<file path="src/hdl/ibpd_pkg.sv">
// ibpd_pkg: constants, codes and carrier types of the inc/dec, bcd and power-down datapath
// assumes: shared by the top, the alu and the bus slave; no timescale in packages
package ibpd_pkg;

    // ****************************************
    // widths
    // ****************************************
    localparam int DATA_W = 8;
    localparam int MEM_AW = 6;
    localparam int ADR_W = 10;
    localparam int BUS_W = 32;
    localparam int SYNC_LEN = 3;

    // ****************************************
    // register byte offsets
    // ****************************************
    localparam logic [ADR_W-1:0] OFS_CMD = 10'h000;
    localparam logic [ADR_W-1:0] OFS_WORK = 10'h004;
    localparam logic [ADR_W-1:0] OFS_STAT = 10'h008;
    localparam logic [ADR_W-1:0] OFS_MEM = 10'h100;

    // ****************************************
    // field positions and reset values
    // ****************************************
    localparam int CMD_ADR_LSB = 8;
    localparam int ST_ZERO = 0;
    localparam int ST_CARRY = 1;
    localparam int ST_HALF = 2;
    localparam int ST_SLEPT = 3;
    localparam int ST_WDTX = 4;
    localparam int ST_ASLEEP = 5;
    localparam int ST_BUSY = 6;
    localparam logic [DATA_W-1:0] WORK_RST = 8'h00;

    // ****************************************
    // operation codes
    // ****************************************
    localparam logic [2:0] OP_INVERT_TO_WORK = 3'h0;
    localparam logic [2:0] OP_BCD_ADJUST_ADD = 3'h1;
    localparam logic [2:0] OP_MINUS_ONE_TO_MEM = 3'h2;
    localparam logic [2:0] OP_MINUS_ONE_TO_WORK = 3'h3;
    localparam logic [2:0] OP_PLUS_ONE_TO_MEM = 3'h4;
    localparam logic [2:0] OP_PLUS_ONE_TO_WORK = 3'h5;
    localparam logic [2:0] OP_POWER_DOWN = 3'h6;

    // ****************************************
    // decimal adjust
    // ****************************************
    localparam logic [3:0] BCD_LIMIT = 4'h9;
    localparam logic [3:0] BCD_FIX = 4'h6;

    typedef struct packed {
        logic [DATA_W-1:0] data;
        logic wr_mem;
        logic wr_work;
        logic upd_zero;
        logic upd_carry;
        logic carry;
        logic halt;
    } ibpd_res_type;

    typedef struct packed {
        logic cmd;
        logic work;
        logic stat;
        logic mem;
        logic [MEM_AW-1:0] idx;
    } ibpd_sel_type;

endpackage : ibpd_pkg

</file>
<file path="src/hdl/ibpd_alu.sv">
// ibpd_alu: combinational result of one datapath operation
// assumes: operands are stable for the execute cycle
`timescale 1ns/1ps
`default_nettype none
module ibpd_alu
    import ibpd_pkg::*;
(
    // operation
    input wire logic [2:0] op_i,
    // operands and flags
    input wire logic [DATA_W-1:0] mem_i,
    input wire logic [DATA_W-1:0] work_i,
    input wire logic carry_i,
    input wire logic half_i,
    // result
    output var ibpd_res_type res_o
);

    logic [DATA_W:0] bcd_sum;
    logic [3:0] fix_lo;
    logic [3:0] fix_hi;

    always_comb
    begin
        res_o = '0;
        fix_lo = (work_i[3:0] > BCD_LIMIT || half_i) ? BCD_FIX : 4'h0;
        fix_hi = (work_i[7:4] > BCD_LIMIT || carry_i) ? BCD_FIX : 4'h0;
        bcd_sum = {1'b0, work_i} + {1'b0, fix_hi, fix_lo};
        unique case (op_i)
            OP_INVERT_TO_WORK:
            begin
                res_o.data = ~mem_i;
                res_o.wr_work = 1'b1;
                res_o.upd_zero = 1'b1;
            end
            OP_BCD_ADJUST_ADD:
            begin
                res_o.data = bcd_sum[DATA_W-1:0];
                res_o.wr_mem = 1'b1;
                res_o.upd_carry = 1'b1;
                res_o.carry = carry_i | bcd_sum[DATA_W];
            end
            OP_MINUS_ONE_TO_MEM, OP_MINUS_ONE_TO_WORK:
            begin
                res_o.data = mem_i - 8'h01;
                res_o.wr_mem = (op_i == OP_MINUS_ONE_TO_MEM);
                res_o.wr_work = (op_i == OP_MINUS_ONE_TO_WORK);
                res_o.upd_zero = 1'b1;
            end
            OP_PLUS_ONE_TO_MEM, OP_PLUS_ONE_TO_WORK:
            begin
                res_o.data = mem_i + 8'h01;
                res_o.wr_mem = (op_i == OP_PLUS_ONE_TO_MEM);
                res_o.wr_work = (op_i == OP_PLUS_ONE_TO_WORK);
                res_o.upd_zero = 1'b1;
            end
            OP_POWER_DOWN:
            begin
                res_o.halt = 1'b1;
            end
            default:
            begin
                res_o = '0;
            end
        endcase
    end

endmodule : ibpd_alu
`default_nettype wire

</file>
<file path="src/hdl/ibpd_wb_slave.sv">
// ibpd_wb_slave: classic wishbone handshake and address decode
// assumes: master holds the request until it samples ack
`timescale 1ns/1ps
`default_nettype none
module ibpd_wb_slave
    import ibpd_pkg::*;
(
    // clock and reset
    input wire logic clk_i,
    input wire logic rst_i,
    // bus request
    input wire logic wb_cyc_i,
    input wire logic wb_stb_i,
    input wire logic wb_we_i,
    input wire logic [ADR_W-1:0] wb_adr_i,
    // handshake and decode
    output logic wb_ack_o,
    output logic req_o,
    output logic commit_o,
    output var ibpd_sel_type sel_o
);

    logic ack_r;
    logic ack_nxt;

    function automatic ibpd_sel_type decode(input logic [ADR_W-1:0] a);
        ibpd_sel_type s;
        s = '0;
        s.idx = a[MEM_AW+1:2];
        s.cmd = (a == OFS_CMD);
        s.work = (a == OFS_WORK);
        s.stat = (a == OFS_STAT);
        s.mem = (a[ADR_W-1:MEM_AW+2] == OFS_MEM[ADR_W-1:MEM_AW+2]) && (a[1:0] == 2'h0);
        return s;
    endfunction : decode

    always_comb
    begin
        req_o = wb_cyc_i && wb_stb_i && !ack_r;
        commit_o = wb_cyc_i && wb_stb_i && wb_we_i && ack_r;
        ack_nxt = req_o;
        sel_o = decode(wb_adr_i);
        wb_ack_o = ack_r;
    end

    always_ff @(posedge clk_i)
    begin
        if (rst_i)
            ack_r <= 1'b0;
        else
            ack_r <= ack_nxt;
    end

endmodule : ibpd_wb_slave
`default_nettype wire

</file>
<file path="src/hdl/ibpd_exec.sv">
// ibpd_exec: inc/dec, invert, bcd adjust and power-down datapath with wishbone access
// assumes: one 50 MHz clock, synchronous reset, a wake pin from outside the clock domain
`timescale 1ns/1ps
`default_nettype none
module ibpd_exec
    import ibpd_pkg::*;
#(
    parameter int MEM_DEPTH = 64
)
(
    // clock and reset
    input wire logic clk_i,
    input wire logic rst_i,
    // wishbone slave
    input wire logic wb_cyc_i,
    input wire logic wb_stb_i,
    input wire logic wb_we_i,
    input wire logic [ADR_W-1:0] wb_adr_i,
    input wire logic [3:0] wb_sel_i,
    input wire logic [BUS_W-1:0] wb_dat_i,
    output logic [BUS_W-1:0] wb_dat_o,
    output logic wb_ack_o,
    // wake and watchdog
    input wire logic wake_i,
    input wire logic wdt_timeout_i,
    output logic wdt_clear_o,
    // system clock gate
    output logic clk_run_o
);

    // ****************************************
    // state and storage
    // ****************************************
    typedef enum logic [1:0] {
        ST_IDLE,
        ST_EXEC,
        ST_SLEEP
    } ibpd_state_type;

    ibpd_state_type state_r, state_nxt;
    logic [DATA_W-1:0] mem_r [MEM_DEPTH];
    logic [DATA_W-1:0] work_r, work_nxt;
    logic [2:0] op_r, op_nxt;
    logic [MEM_AW-1:0] addr_r, addr_nxt;
    logic zero_r, zero_nxt;
    logic carry_r, carry_nxt;
    logic half_r, half_nxt;
    logic slept_r, slept_nxt;
    logic wdtx_r, wdtx_nxt;
    logic clk_run_r, clk_run_nxt;
    logic wdt_clr_r, wdt_clr_nxt;
    logic [BUS_W-1:0] rdat_r, rdat_nxt;
    logic [SYNC_LEN-1:0] wake_sh_r;
    logic wake_seen;
    logic mem_we;
    logic [MEM_AW-1:0] mem_wa;
    logic [DATA_W-1:0] mem_wd;
    logic [DATA_W-1:0] opnd;
    logic [DATA_W-1:0] stat_vec;
    logic sw_wr;
    logic req;
    logic commit;
    ibpd_sel_type sel;
    ibpd_res_type res;

    // ****************************************
    // bus slave and alu
    // ****************************************
    ibpd_wb_slave u_slave (
        .clk_i(clk_i),
        .rst_i(rst_i),
        .wb_cyc_i(wb_cyc_i),
        .wb_stb_i(wb_stb_i),
        .wb_we_i(wb_we_i),
        .wb_adr_i(wb_adr_i),
        .wb_ack_o(wb_ack_o),
        .req_o(req),
        .commit_o(commit),
        .sel_o(sel)
    );

    ibpd_alu u_alu (
        .op_i(op_r),
        .mem_i(opnd),
        .work_i(work_r),
        .carry_i(carry_r),
        .half_i(half_r),
        .res_o(res)
    );

    // ****************************************
    // wake pin synchroniser
    // ****************************************
    always_ff @(posedge clk_i)
    begin
        if (rst_i)
            wake_sh_r <= '0;
        else
            wake_sh_r <= {wake_sh_r[SYNC_LEN-2:0], wake_i};
    end

    // ****************************************
    // next-state logic
    // ****************************************
    always_comb
    begin
        opnd = mem_r[addr_r];
        wake_seen = wake_sh_r[1] && wake_sh_r[2];
        stat_vec = '0;
        stat_vec[ST_ZERO] = zero_r;
        stat_vec[ST_CARRY] = carry_r;
        stat_vec[ST_HALF] = half_r;
        stat_vec[ST_SLEPT] = slept_r;
        stat_vec[ST_WDTX] = wdtx_r;
        stat_vec[ST_ASLEEP] = (state_r == ST_SLEEP);
        stat_vec[ST_BUSY] = (state_r != ST_IDLE);
        sw_wr = commit && wb_sel_i[0] && (state_r == ST_IDLE);
        state_nxt = state_r;
        op_nxt = op_r;
        addr_nxt = addr_r;
        work_nxt = work_r;
        zero_nxt = zero_r;
        carry_nxt = carry_r;
        half_nxt = half_r;
        slept_nxt = slept_r;
        wdtx_nxt = wdtx_r;
        clk_run_nxt = clk_run_r;
        wdt_clr_nxt = 1'b0;
        mem_we = 1'b0;
        mem_wa = addr_r;
        mem_wd = res.data;
        rdat_nxt = rdat_r;
        if (req)
        begin
            rdat_nxt = '0;
            if (sel.cmd)
                rdat_nxt = {16'h0000, 2'h0, addr_r, 5'h00, op_r};
            else if (sel.work)
                rdat_nxt[DATA_W-1:0] = work_r;
            else if (sel.stat)
                rdat_nxt[DATA_W-1:0] = stat_vec;
            else if (sel.mem)
                rdat_nxt[DATA_W-1:0] = mem_r[sel.idx];
        end
        unique case (state_r)
            ST_IDLE:
            begin
                if (sw_wr && sel.cmd)
                begin
                    op_nxt = wb_dat_i[2:0];
                    addr_nxt = wb_dat_i[CMD_ADR_LSB+MEM_AW-1:CMD_ADR_LSB];
                    state_nxt = ST_EXEC;
                end
                if (sw_wr && sel.work)
                    work_nxt = wb_dat_i[DATA_W-1:0];
                if (sw_wr && sel.stat)
                begin
                    zero_nxt = wb_dat_i[ST_ZERO];
                    carry_nxt = wb_dat_i[ST_CARRY];
                    half_nxt = wb_dat_i[ST_HALF];
                end
                if (sw_wr && sel.mem)
                begin
                    mem_we = 1'b1;
                    mem_wa = sel.idx;
                    mem_wd = wb_dat_i[DATA_W-1:0];
                end
            end
            ST_EXEC:
            begin
                state_nxt = ST_IDLE;
                if (res.wr_work)
                    work_nxt = res.data;
                mem_we = res.wr_mem;
                // zero flag from the 8-bit result
                if (res.upd_zero)
                    zero_nxt = (res.data == 8'h00);
                if (res.upd_carry)
                    carry_nxt = res.carry;
                if (res.halt)
                begin
                    state_nxt = ST_SLEEP;
                    clk_run_nxt = 1'b0;
                    wdt_clr_nxt = 1'b1;
                    // sleep flag up, expired flag down
                    slept_nxt = 1'b1;
                    wdtx_nxt = 1'b0;
                end
            end
            ST_SLEEP:
            begin
                if (wake_seen)
                begin
                    state_nxt = ST_IDLE;
                    clk_run_nxt = 1'b1;
                end
            end
            default:
            begin
                state_nxt = ST_IDLE;
            end
        endcase
        // a timeout in the clearing cycle is kept
        if (wdt_timeout_i)
            wdtx_nxt = 1'b1;
    end

    // ****************************************
    // registers
    // ****************************************
    always_ff @(posedge clk_i)
    begin
        if (rst_i)
        begin
            state_r <= ST_IDLE;
            op_r <= OP_INVERT_TO_WORK;
            addr_r <= '0;
            work_r <= WORK_RST;
            zero_r <= 1'b0;
            carry_r <= 1'b0;
            half_r <= 1'b0;
            slept_r <= 1'b0;
            wdtx_r <= 1'b0;
            clk_run_r <= 1'b1;
            wdt_clr_r <= 1'b0;
            rdat_r <= '0;
        end
        else
        begin
            state_r <= state_nxt;
            op_r <= op_nxt;
            addr_r <= addr_nxt;
            work_r <= work_nxt;
            zero_r <= zero_nxt;
            carry_r <= carry_nxt;
            half_r <= half_nxt;
            slept_r <= slept_nxt;
            wdtx_r <= wdtx_nxt;
            clk_run_r <= clk_run_nxt;
            wdt_clr_r <= wdt_clr_nxt;
            rdat_r <= rdat_nxt;
        end
    end

    // data memory has no reset, contents survive power-down
    always_ff @(posedge clk_i)
    begin
        if (mem_we)
            mem_r[mem_wa] <= mem_wd;
    end

    assign wb_dat_o = rdat_r;
    assign wdt_clear_o = wdt_clr_r;
    assign clk_run_o = clk_run_r;
endmodule : ibpd_exec
`default_nettype wire

</file>
<file path="config.mk">
export PLATFORM = sky130hd
export DESIGN_NAME = ibpd_exec
export DESIGN_NICKNAME = d
export VERILOG_FILES = /design/src/hdl/ibpd_pkg.sv /design/src/hdl/ibpd_alu.sv /design/src/hdl/ibpd_wb_slave.sv /design/src/hdl/ibpd_exec.sv
export SDC_FILE = /design/constraint.sdc
export NUM_CORES = 1
export LEC_CHECK = 0
export ABC_AREA = 1
export BUFFER_PORTS_ARGS = -buffer_cell sky130_fd_sc_hd__buf_2
export CAP_MARGIN = 20
export CELL_PAD_IN_SITES_DETAIL_PLACEMENT = 1
export CELL_PAD_IN_SITES_GLOBAL_PLACEMENT = 1
export CORE_AREA = 2 2 245 247
export CTS_BUF_LIST = sky130_fd_sc_hd__clkbuf_4 sky130_fd_sc_hd__clkbuf_8 sky130_fd_sc_hd__clkbuf_16
export DETAILED_ROUTE_END_ITERATION = 12
export DIE_AREA = 0 0 247 249
export MAX_ROUTING_LAYER = met4
export PLACE_DENSITY_LB_ADDON = 0.1
export SLEW_MARGIN = 20
export SYNTH_ARGS = -nofsm -noshare
export SYNTH_HDL_FRONTEND = slang
export SYNTH_SLANG_ARGS = --single-unit
</file>
<file path="constraint.sdc">
create_clock -name clk_i -period 7.05 [get_ports clk_i]
set_clock_uncertainty 0.15 [all_clocks]
set_input_delay 1.0575 -clock clk_i [delete_from_list [all_inputs] [get_ports clk_i]]
set_output_delay 1.0575 -clock clk_i [all_outputs]
set_load 0.1 [all_outputs]
</file>
== After elaboration in Yosys (flattened, before gate mapping) ==
Memory sizes are Yosys's and may differ from the RTL's. A register that Yosys moved wholly into a read port is not among the register bits.
Index checks and enable logic that the tools add are counted.
Storage, ports and cells
  word-level logic and storage cells: 120
  bits in registers: 62
  bits in latches: 0
  memory bits (writable): 512
  ROM bits: 0
  bits of input ports: 53
  memories: 1
  output and inout bits: 35
Memories
  mem_r: words 64, bits a word 8, rd ports 2, clocked after Yosys merged registers in 1, wr ports 1, line ibpd_exec.sv:41  | logic [DATA_W-1:0] mem_r [MEM_DEPTH];
Operators by class
  $lt $le $gt $ge: 2
  equality and inequality tests: 19
  shift operators: 0
  add/subtract/negate cells: 3
  muxes and demuxes: 41
  multipliers: 0
  reduce and logical (&&, ||, !) cells: 37
  bitwise logic cells: 3
  div/mod/pow operators: 0
Operators by type and width (number)
  8-bit two-way mux: 8
  8-bit case mux with 4 select lines: 1
  6-bit two-way mux: 5
  8-bit case mux with 2 select lines: 1
  1-bit two-way mux: 13
  1-bit logical AND: 12
  2-bit case mux with 3 select lines: 2
  3-bit AND reduction: 4
  10-bit by 3-bit == test with 1-bit output, second input constant: 1
  10-bit by 4-bit == test with 1-bit output, second input constant: 1
  10-bit zero test: 1
  2-bit inequality test, second input constant: 5
  2-bit AND reduction: 5
  2-bit nonzero test: 5
  8-bit by 8-bit adder with 9-bit output: 1
  3-bit == test, second input constant: 3
  8-bit by 1-bit adder with 8-bit output, second input constant: 1
  4-bit greater-than comparator, second input constant: 2
  8-bit zero test: 1
  2-bit two-way mux: 4
  8-bit inverter: 1
  1-bit case mux with 2 select lines: 4
  8-bit by 1-bit subtractor with 8-bit output, second input constant: 1
  3-bit by 2-bit == test with 1-bit output, second input constant: 2
  13 further kinds: 21

== Longest topological paths before layout ==
Gate-level depths: netlist of the first run.
  depth after elaboration: 10
  gate-level depth with buffers: 31

== Hierarchy ==
Synthesis of the first run repeated with hierarchy kept, for this count alone.
Unflattened totals
  cells, all modules: 3236
  area total of the unflattened synthesis: 28566.1 µm²
Modules (own cells, without submodules)
  ibpd_exec: area an instance 27582.7 µm², instances 1, cells an instance 3040, seq. area each 16355.7 µm²
  ibpd_alu: area an instance 832.0 µm², instances 1, cells an instance 168, seq. area each 0.0 µm²
  ibpd_wb_slave: area an instance 151.4 µm², instances 1, cells an instance 28, seq. area each 20.0 µm²

== Worst setup path after synthesis of the first run ==
No wires, ideal clock.
  path type: in2reg
  from: input wb_adr_i[1]
  to: memory mem_r[0][3], data pin
  library setup time: 0.702 ns
  slack: 1.583 ns
  stages on the path: 7
  data required time: 6.198 ns
  arrival time: 4.615 ns
  cell sequence: nor2_1 > nand2_1 > nor2_1 > nand2_1 > clkbuf_1 > clkbuf_1 > o21ai_0
On the way
  word-level cells in the longest chain between the ends: 5
Ends and longest elaborated chain
  start, declared: line ibpd_exec.sv:18  | input wire logic [ADR_W-1:0] wb_adr_i,
  2-bit zero test: line ibpd_wb_slave.sv:33  | s.mem = (a[ADR_W-1:MEM_AW+2] == OFS_MEM[ADR_W-1:MEM_AW+2]) && (a[1:0] == 2'h0);
  1-bit logical AND: line ibpd_wb_slave.sv:33
  1-bit logical AND: line ibpd_exec.sv:162  | if (sw_wr && sel.mem)
  8-bit two-way mux: line ibpd_exec.sv:162
  8-bit two-way mux: line ibpd_exec.sv:145  | unique case (state_r)
  named net mem_wd[3]: line ibpd_exec.sv:57  | logic [DATA_W-1:0] mem_wd;
  end, declared: line ibpd_exec.sv:41
The timed path passes the listed nets, and every way through them passes these cells.

==> flow_metrics.env, run 1 <==
export IMPL_p_leak_nw=11.0
export IMPL_drcViolationCount=0
export IMPL_fin_cells=3850
export IMPL_grt_overflow=0
export IMPL_layout_drive_gt1_share=0.0796
export IMPL_critPathRequiredTime_ns=7.24
export IMPL_viasPerCell=6.53
export IMPL_antenna_left=0
export IMPL_period_share=0.716
export IMPL_fillerInstances=6634
export IMPL_yosysTopAreaCell="edfxtp_1"
export IMPL_path_cells="buf_4, buf_4, nand3_1, nand2_1, nand2_1, nand3_1, nand3_1, nand2_1, inv_1, fa_1, inv_1, a31oi_1, xor2_1, o22ai_1, inv_1, nand2_1, inv_1, a21oi_4, buf_4"
export IMPL_wire_per_inst_um=28.3
export IMPL_period_minus_slack_ns=5.05
export IMPL_clock_tree_buffer_depth=3
export IMPL_rsz0062_at_grt="no"
export IMPL_slowest_delay_ns=0.64
export IMPL_cts_buffers_inserted=60
export IMPL_gp_congestion=0.890
export IMPL_cts_hold_buf=0
export IMPL_cp_slowest_cell="buf_4"
export IMPL_path_clk_slew_ns=0.07
export IMPL_setup_tns_ns=0
export IMPL_synth_area_leaders="edfxtp_1, nand3_1, nand2_1"
export IMPL_synth_cells=3094
export IMPL_design_core_area_mm2=0.0587
export IMPL_cp_max_fo=64
export IMPL_power_internal_w=0.00555
export IMPL_switchingPower_w=0.00173
export IMPL_tritoncts="done"
export IMPL_cp_end_kind="register"
export IMPL_critPathKind="register to register"
export IMPL_slew_viol_final=0
export IMPL_finalWirelength_um=109000
export IMPL_synth_seq_cells=562
export IMPL_cp_start_kind="register"
export IMPL_vias=25100
export IMPL_worst_ep_arrival_time_ns=5.23
export IMPL_dp_cells=3733
export IMPL_layout_area_overhead_vs_synth_pct=9.32
export IMPL_max_cap_violations=0
export IMPL_synthArstFlopShare=0
export IMPL_htree_levels=2
export IMPL_nets=3089
export IMPL_grt_max_degree=150
export IMPL_status="complete, no violations"
export IMPL_finalHoldViolations=0
export IMPL_swShare=0.238
export IMPL_p_per_area_mw_per_mm2=232
export IMPL_antenna_found_initial=1
export IMPL_hpwlAfterDp_um=65600
export IMPL_yosysWarningCount=0
export IMPL_fmaxAchievable_mhz=198
export IMPL_hold_class="register to register"
export IMPL_start_util=0.489
export IMPL_synth_common_cells="nand2_1, nand3_1, edfxtp_1"
export IMPL_die_area_mm2=0.0615
export IMPL_synth_edff_count=512
export IMPL_synth_seq_area_share=0.571
export IMPL_io_pins=88
export IMPL_cts_resized=0
export IMPL_yosys_cell_types_count=46
export IMPL_grt_pass1_vias=25600
export IMPL_drtIter0Drc=2532
export IMPL_ir_worst_vdd_v=0.000252
export IMPL_synth_area_mm2=0.0287
export IMPL_synth_main_ff_cell="edfxtp_1"
export IMPL_grt_pass1_wl_um=161000
export IMPL_port_buffers=48
export IMPL_die_h_um=249
export IMPL_clock_latency_ns=0.66
export IMPL_yosysMostFrequentCell="nand2_1"
export IMPL_power_frac_seq=0.493
export IMPL_synth_top_area_share=0.536
export IMPL_die_w_um=247
export IMPL_cts_sinks=562
export IMPL_relSlewSlack=0.238
export IMPL_syn_avg_cell_area_um2=9.27
export IMPL_p_total_w=0.00727
export IMPL_cts_root_buf="clkbuf_16"
export IMPL_power_frac_comb=0.056
export IMPL_tightest_slew_ns=1.14
export IMPL_drt_pre_antenna_iters=6
export IMPL_cts_setup_buffers=0
export IMPL_grt_util_all_layers=0.361
export IMPL_rows=89
export IMPL_clkPwrFrac=0.451
export IMPL_finalSetupViolations=0
cells by family after synthesis:
logic type | after synthesis | share of synthesized area
and+or+nand+nor | 1513 | 0.227
DFF | 562 | 0.571
buffers and inverters | 370 | 0.0623
adders and majority gates | 12 | 0.00576
muxes | 18 | 0.00628
AOI/OAI and AO/OA | 615 | 0.127
other | 1 | 0.000131
xor gates and xnor gates | 3 | 0.000916
sequential cells by signal, indices dropped and copies added (netlist names), 2 cells and up, named ones only:
signal,cells
op_r,3
work_r,8
state_r,2
addr_r,6
wake_sh_r,3
mem_r,512
wb_dat_o,14
cell type report:
type	count	area (um2)	share of cell area
Clock buffer	70	1590	0.0507
Antenna cell	1	2.50	0.0000798
Sequential cell	562	16400	0.522
Multi-Input combinational cell	2179	10700	0.341
Inverter	119	463	0.0148
Tap cell	773	967	0.0308
Clock inverter	44	440	0.0140
Timing Repair Buffer	102	820	0.0261
critical path, delay by kind of cell (launching register included):
kind,cells,cell delay (ns)
xor+xnor,1,0.16
compound gates,3,0.33
flops,1,0.35
fa+ha+maj,1,0.43
buf+inv,7,2.05
simple gates,7,1.12
power groups by stage:
stage | registers, W | logic [W] | clock network (W)
floorplan | 0.00368 | 0.000241 | 0
global placement | 0.00366 | 0.000386 | 0
detailed placement | 0.00366 | 0.000396 | 0
CTS | 0.00359 | 0.000398 | 0.00330
global route | 0.00358 | 0.000426 | 0.00342
finish | 0.00359 | 0.000410 | 0.00328
layer usage:
layer  share of wire  wire length, um  vias up  GRT usage
met5               0                0        -          -
li1                -                -    10900          -
met4           0.048             5220        0      0.169
met3           0.088             9560      336     0.0581
met2            0.47            51500     1276      0.562
met1            0.39            42800    12600      0.462
path summary, 6_finish.rpt:
check | startpoint | slack [ns] | cells past startpoint | endpoint
min | wake_sh_r[1] | 0.28 | 2 | wake_sh_r[2]
min reg2reg | wake_sh_r[1] | 0.28 | 2 | wake_sh_r[2]
max | register | 2.00 | 19 | mem_r[31][4]
max reg2reg | register | 2.00 | 19 | mem_r[31][4]
metrics by stage:
stage | util | setup slack [ns] | area (um2) | hold slack, ns
3_5_place_dp | 0.499 | 2.11 | 29300 | 0.272
3_3_place_gp | 0.499 | 2.22 | 29300 | 0.252
2_1_floorplan | - | 1.58 | 28800 | 0.238
6_report | 0.534 | 2.00 | 31400 | 0.278
5_1_grt | 0.534 | 1.71 | 31400 | 0.306
4_1_cts | 0.533 | 2.09 | 31300 | 0.283
cell usage in the layout, fill, tap and decap left out, types with 3 or more instances in the layout:
cell and count:
nor2_1 292, o21ai_0 304, nand4_1 8, a21oi_1 89
inv_6 4, nand2_1 638, buf_4 43, o22ai_1 23
o221ai_1 30, nand3_1 546, a31oi_4 3, nor2_2 3
clkinv_2 14, o211ai_1 40, clkbuf_4 8, o2111ai_1 65
clkbuf_16 60, nor3_1 10, nand4_2 8, inv_1 107
nor3_2 3, o21ai_4 3, buf_2 46, bufinv_16 7
o21ai_1 17, conb_1 18, a211oi_1 8, mux2i_1 18
edfxtp_1 512, ha_1 10, clkinv_1 12, inv_2 6
clkinvlp_4 7, a31oi_1 21, dfxtp_1 47, buf_12 10
(Power assumes the default switching activity.)
==> inputs of run 2 (changes only) <==
--- a/config.mk
+++ b/config.mk
@@ -10,10 +10,10 @@
 export CAP_MARGIN = 20
 export CELL_PAD_IN_SITES_DETAIL_PLACEMENT = 1
 export CELL_PAD_IN_SITES_GLOBAL_PLACEMENT = 1
-export CORE_AREA = 2 2 245 247
+export CORE_AREA = 2 2 259 261
 export CTS_BUF_LIST = sky130_fd_sc_hd__clkbuf_4 sky130_fd_sc_hd__clkbuf_8 sky130_fd_sc_hd__clkbuf_16
 export DETAILED_ROUTE_END_ITERATION = 12
-export DIE_AREA = 0 0 247 249
+export DIE_AREA = 0 0 261 263
 export MAX_ROUTING_LAYER = met4
 export PLACE_DENSITY_LB_ADDON = 0.1
 export SLEW_MARGIN = 20
==> constraint.sdc (replaced) <==
create_clock -name clk_i -period 4.61 [get_ports clk_i]
set_clock_uncertainty 0.15 [all_clocks]
set_input_delay 0.6915 -clock clk_i [delete_from_list [all_inputs] [get_ports clk_i]]
set_output_delay 0.6915 -clock clk_i [all_outputs]
set_load 0.1 [all_outputs]
==> run 2 against run 1 <==
Compared with the run above:
- maximum frequency up 14%
- count of clock-buffer cells in the layout up 10
- critical path type unchanged
- largest cell class unchanged
- register-to-register slack worse by 1.8 ns
- core utilization is 3.4 points lower
- critical endpoint is now zero_r
- worst hold slack got worse by 0.13 ns
- highest routed layer unchanged
==> flow_metrics.env, run 2 (synthesized netlist as in run 1, its figures left out) <==
export IMPL_period_share=0.957
export IMPL_setup_ws_ns=0.197
export IMPL_antenna_left=0
export IMPL_rr_worst_depth=26
export IMPL_status="complete, no violations"
export IMPL_fin_area_mm2=0.0329
export IMPL_nets=3218
export IMPL_regMostFlops="mem_r"
export IMPL_gp_congestion=0.924
export IMPL_relSlewSlack=0.453
export IMPL_layout_commonest_cell="nand2_1"
export IMPL_htree_levels=3
export IMPL_cp_max_fo=31
export IMPL_port_buffers=48
export IMPL_fmaxAchievable_mhz=227
export IMPL_final_core_util=0.501
export IMPL_clock_latency_ns=0.62
export IMPL_antenna_found_initial=1
export IMPL_tritoncts="done"
export IMPL_design_core_area_mm2=0.0656
export IMPL_critPathRequiredTime_ns=5.00
export IMPL_finalSetupViolations=0
export IMPL_ir_worst_vdd_v=0.000293
export IMPL_cts_root_buf="clkbuf_16"
export IMPL_viasPerCell=6.32
export IMPL_layout_area_overhead_vs_synth_pct=14.5
export IMPL_cp_start_kind="register"
export IMPL_power_frac_comb=0.057
export IMPL_drt_pre_antenna_iters=5
export IMPL_grt_overflow=0
export IMPL_power_frac_seq=0.481
export IMPL_hold_class="input pin to register"
export IMPL_die_area_mm2=0.0686
export IMPL_swShare=0.234
export IMPL_postPlaceCellArea_mm2=0.0306
export IMPL_path_clk_slew_ns=0.06
export IMPL_grt_pass1_wl_um=168000
export IMPL_layout_drive_gt1_share=0.115
export IMPL_vias=25700
export IMPL_die_w_um=261
export IMPL_clock_tree_buffer_depth=3
export IMPL_grt_pass1_vias=26300
export IMPL_grt_max_degree=101
export IMPL_drcViolationCount=0
export IMPL_worst_ep_arrival_time_ns=4.81
export IMPL_dp_slack_ns=0.236
export IMPL_slowest_delay_ns=0.56
export IMPL_cts_sinks=562
export IMPL_max_cap_violations=0
export IMPL_switchingPower_w=0.00267
export IMPL_rsz0062_at_grt="yes"
export IMPL_fillerInstances=7391
export IMPL_finalHoldViolations=0
export IMPL_period_minus_slack_ns=4.41
export IMPL_cts_hold_buf=0
export IMPL_final_cell_mix="nand2_1, nand3_1, edfxtp_1, o21ai_0, nor2_1"
export IMPL_io_pins=88
export IMPL_critPathKind="register to register"
export IMPL_p_per_area_mw_per_mm2=347
export IMPL_largest_register_ffs=512
export IMPL_wire_per_inst_um=28.0
export IMPL_tightest_slew_ns=0.812
export IMPL_p_leak_nw=11.8
export IMPL_cp_slowest_cell="dfxtp_4"
export IMPL_start_util=0.437
export IMPL_path_common_cell="nand3_1"
export IMPL_cp_end_kind="register"
export IMPL_grt_util_all_layers=0.340
export IMPL_hpwlAfterDp_um=71700
export IMPL_min_path_cells=3
export IMPL_power_internal_w=0.00873
export IMPL_p_total_w=0.0114
export IMPL_drtIter0Drc=2478
export IMPL_clkPwrFrac=0.461
export IMPL_slew_viol_final=0
export IMPL_cts_buffers_inserted=67
export IMPL_finalWirelength_um=114000
export IMPL_rows=94
export IMPL_die_h_um=263
## run 2: timing repair
item                       CTS  global route
buffers inserted             0             1
setup endpoints to repair    0            94
resized for setup            0             4
## run 2: through the flow
step,hold WS (ns),TNS (ns),cells
detailed placement,0.261,0,3945
global placement,0.246,0,3945
floorplan,0.238,-198.86,3111
CTS,0.123,0,4063
finish,0.152,0,4067
global route,0.142,-0.0669,4066
## run 2: path summary, 6_finish.rpt
| kind | slack, ns | endpoint | startpoint |
|---|---|---|---|
| hold reg to reg | 0.26 | wake_sh_r[1] | wake_sh_r[0] |
| setup / recovery | 0.20 | zero_r | register |
| setup reg to reg | 0.20 | zero_r | register |
| hold / removal | 0.15 | wake_sh_r[0] | wake_i |
## run 2: critical path, delay by kind of cell, from the launching register on
kind,cells,cell delay [ns]
AOI/OAI and AO/OA,3,0.34
and+or+nand+nor,18,2.07
DFF,1,0.56
adders and majority gates,1,0.44
buffers and inverters,4,0.71
## run 2: cell type report
cell class	count	area, um2	share of cell area
sequential	562	16400	0.499
clock inverter	38	342	0.0104
clock buffer	80	1810	0.0551
antenna	1	2.50	0.0000762
inverter	119	465	0.0142
tap	864	1080	0.0329
multi-input combinational	2179	10700	0.325
timing repair buffer	224	2080	0.0634
## run 2: routing by layer
metal	vias to the layer above	global-route usage	wire length, um
li1	11200	-	-
met1	13000	0.448	47300
met5	-	-	0
met2	1183	0.530	53700
met4	0	0.133	4600
met3	298	0.0492	8390
## run 2: power by group through the flow
stage | clock (W) | sequential [W] | combinational, W
2_1_floorplan | 0 | 0.00563 | 0.000368
3_3_place_gp | 0 | 0.00559 | 0.000624
3_5_place_dp | 0 | 0.00559 | 0.000637
4_1_cts | 0.00532 | 0.00548 | 0.000641
5_1_grt | 0.00551 | 0.00548 | 0.000685
6_report | 0.00526 | 0.00548 | 0.000654
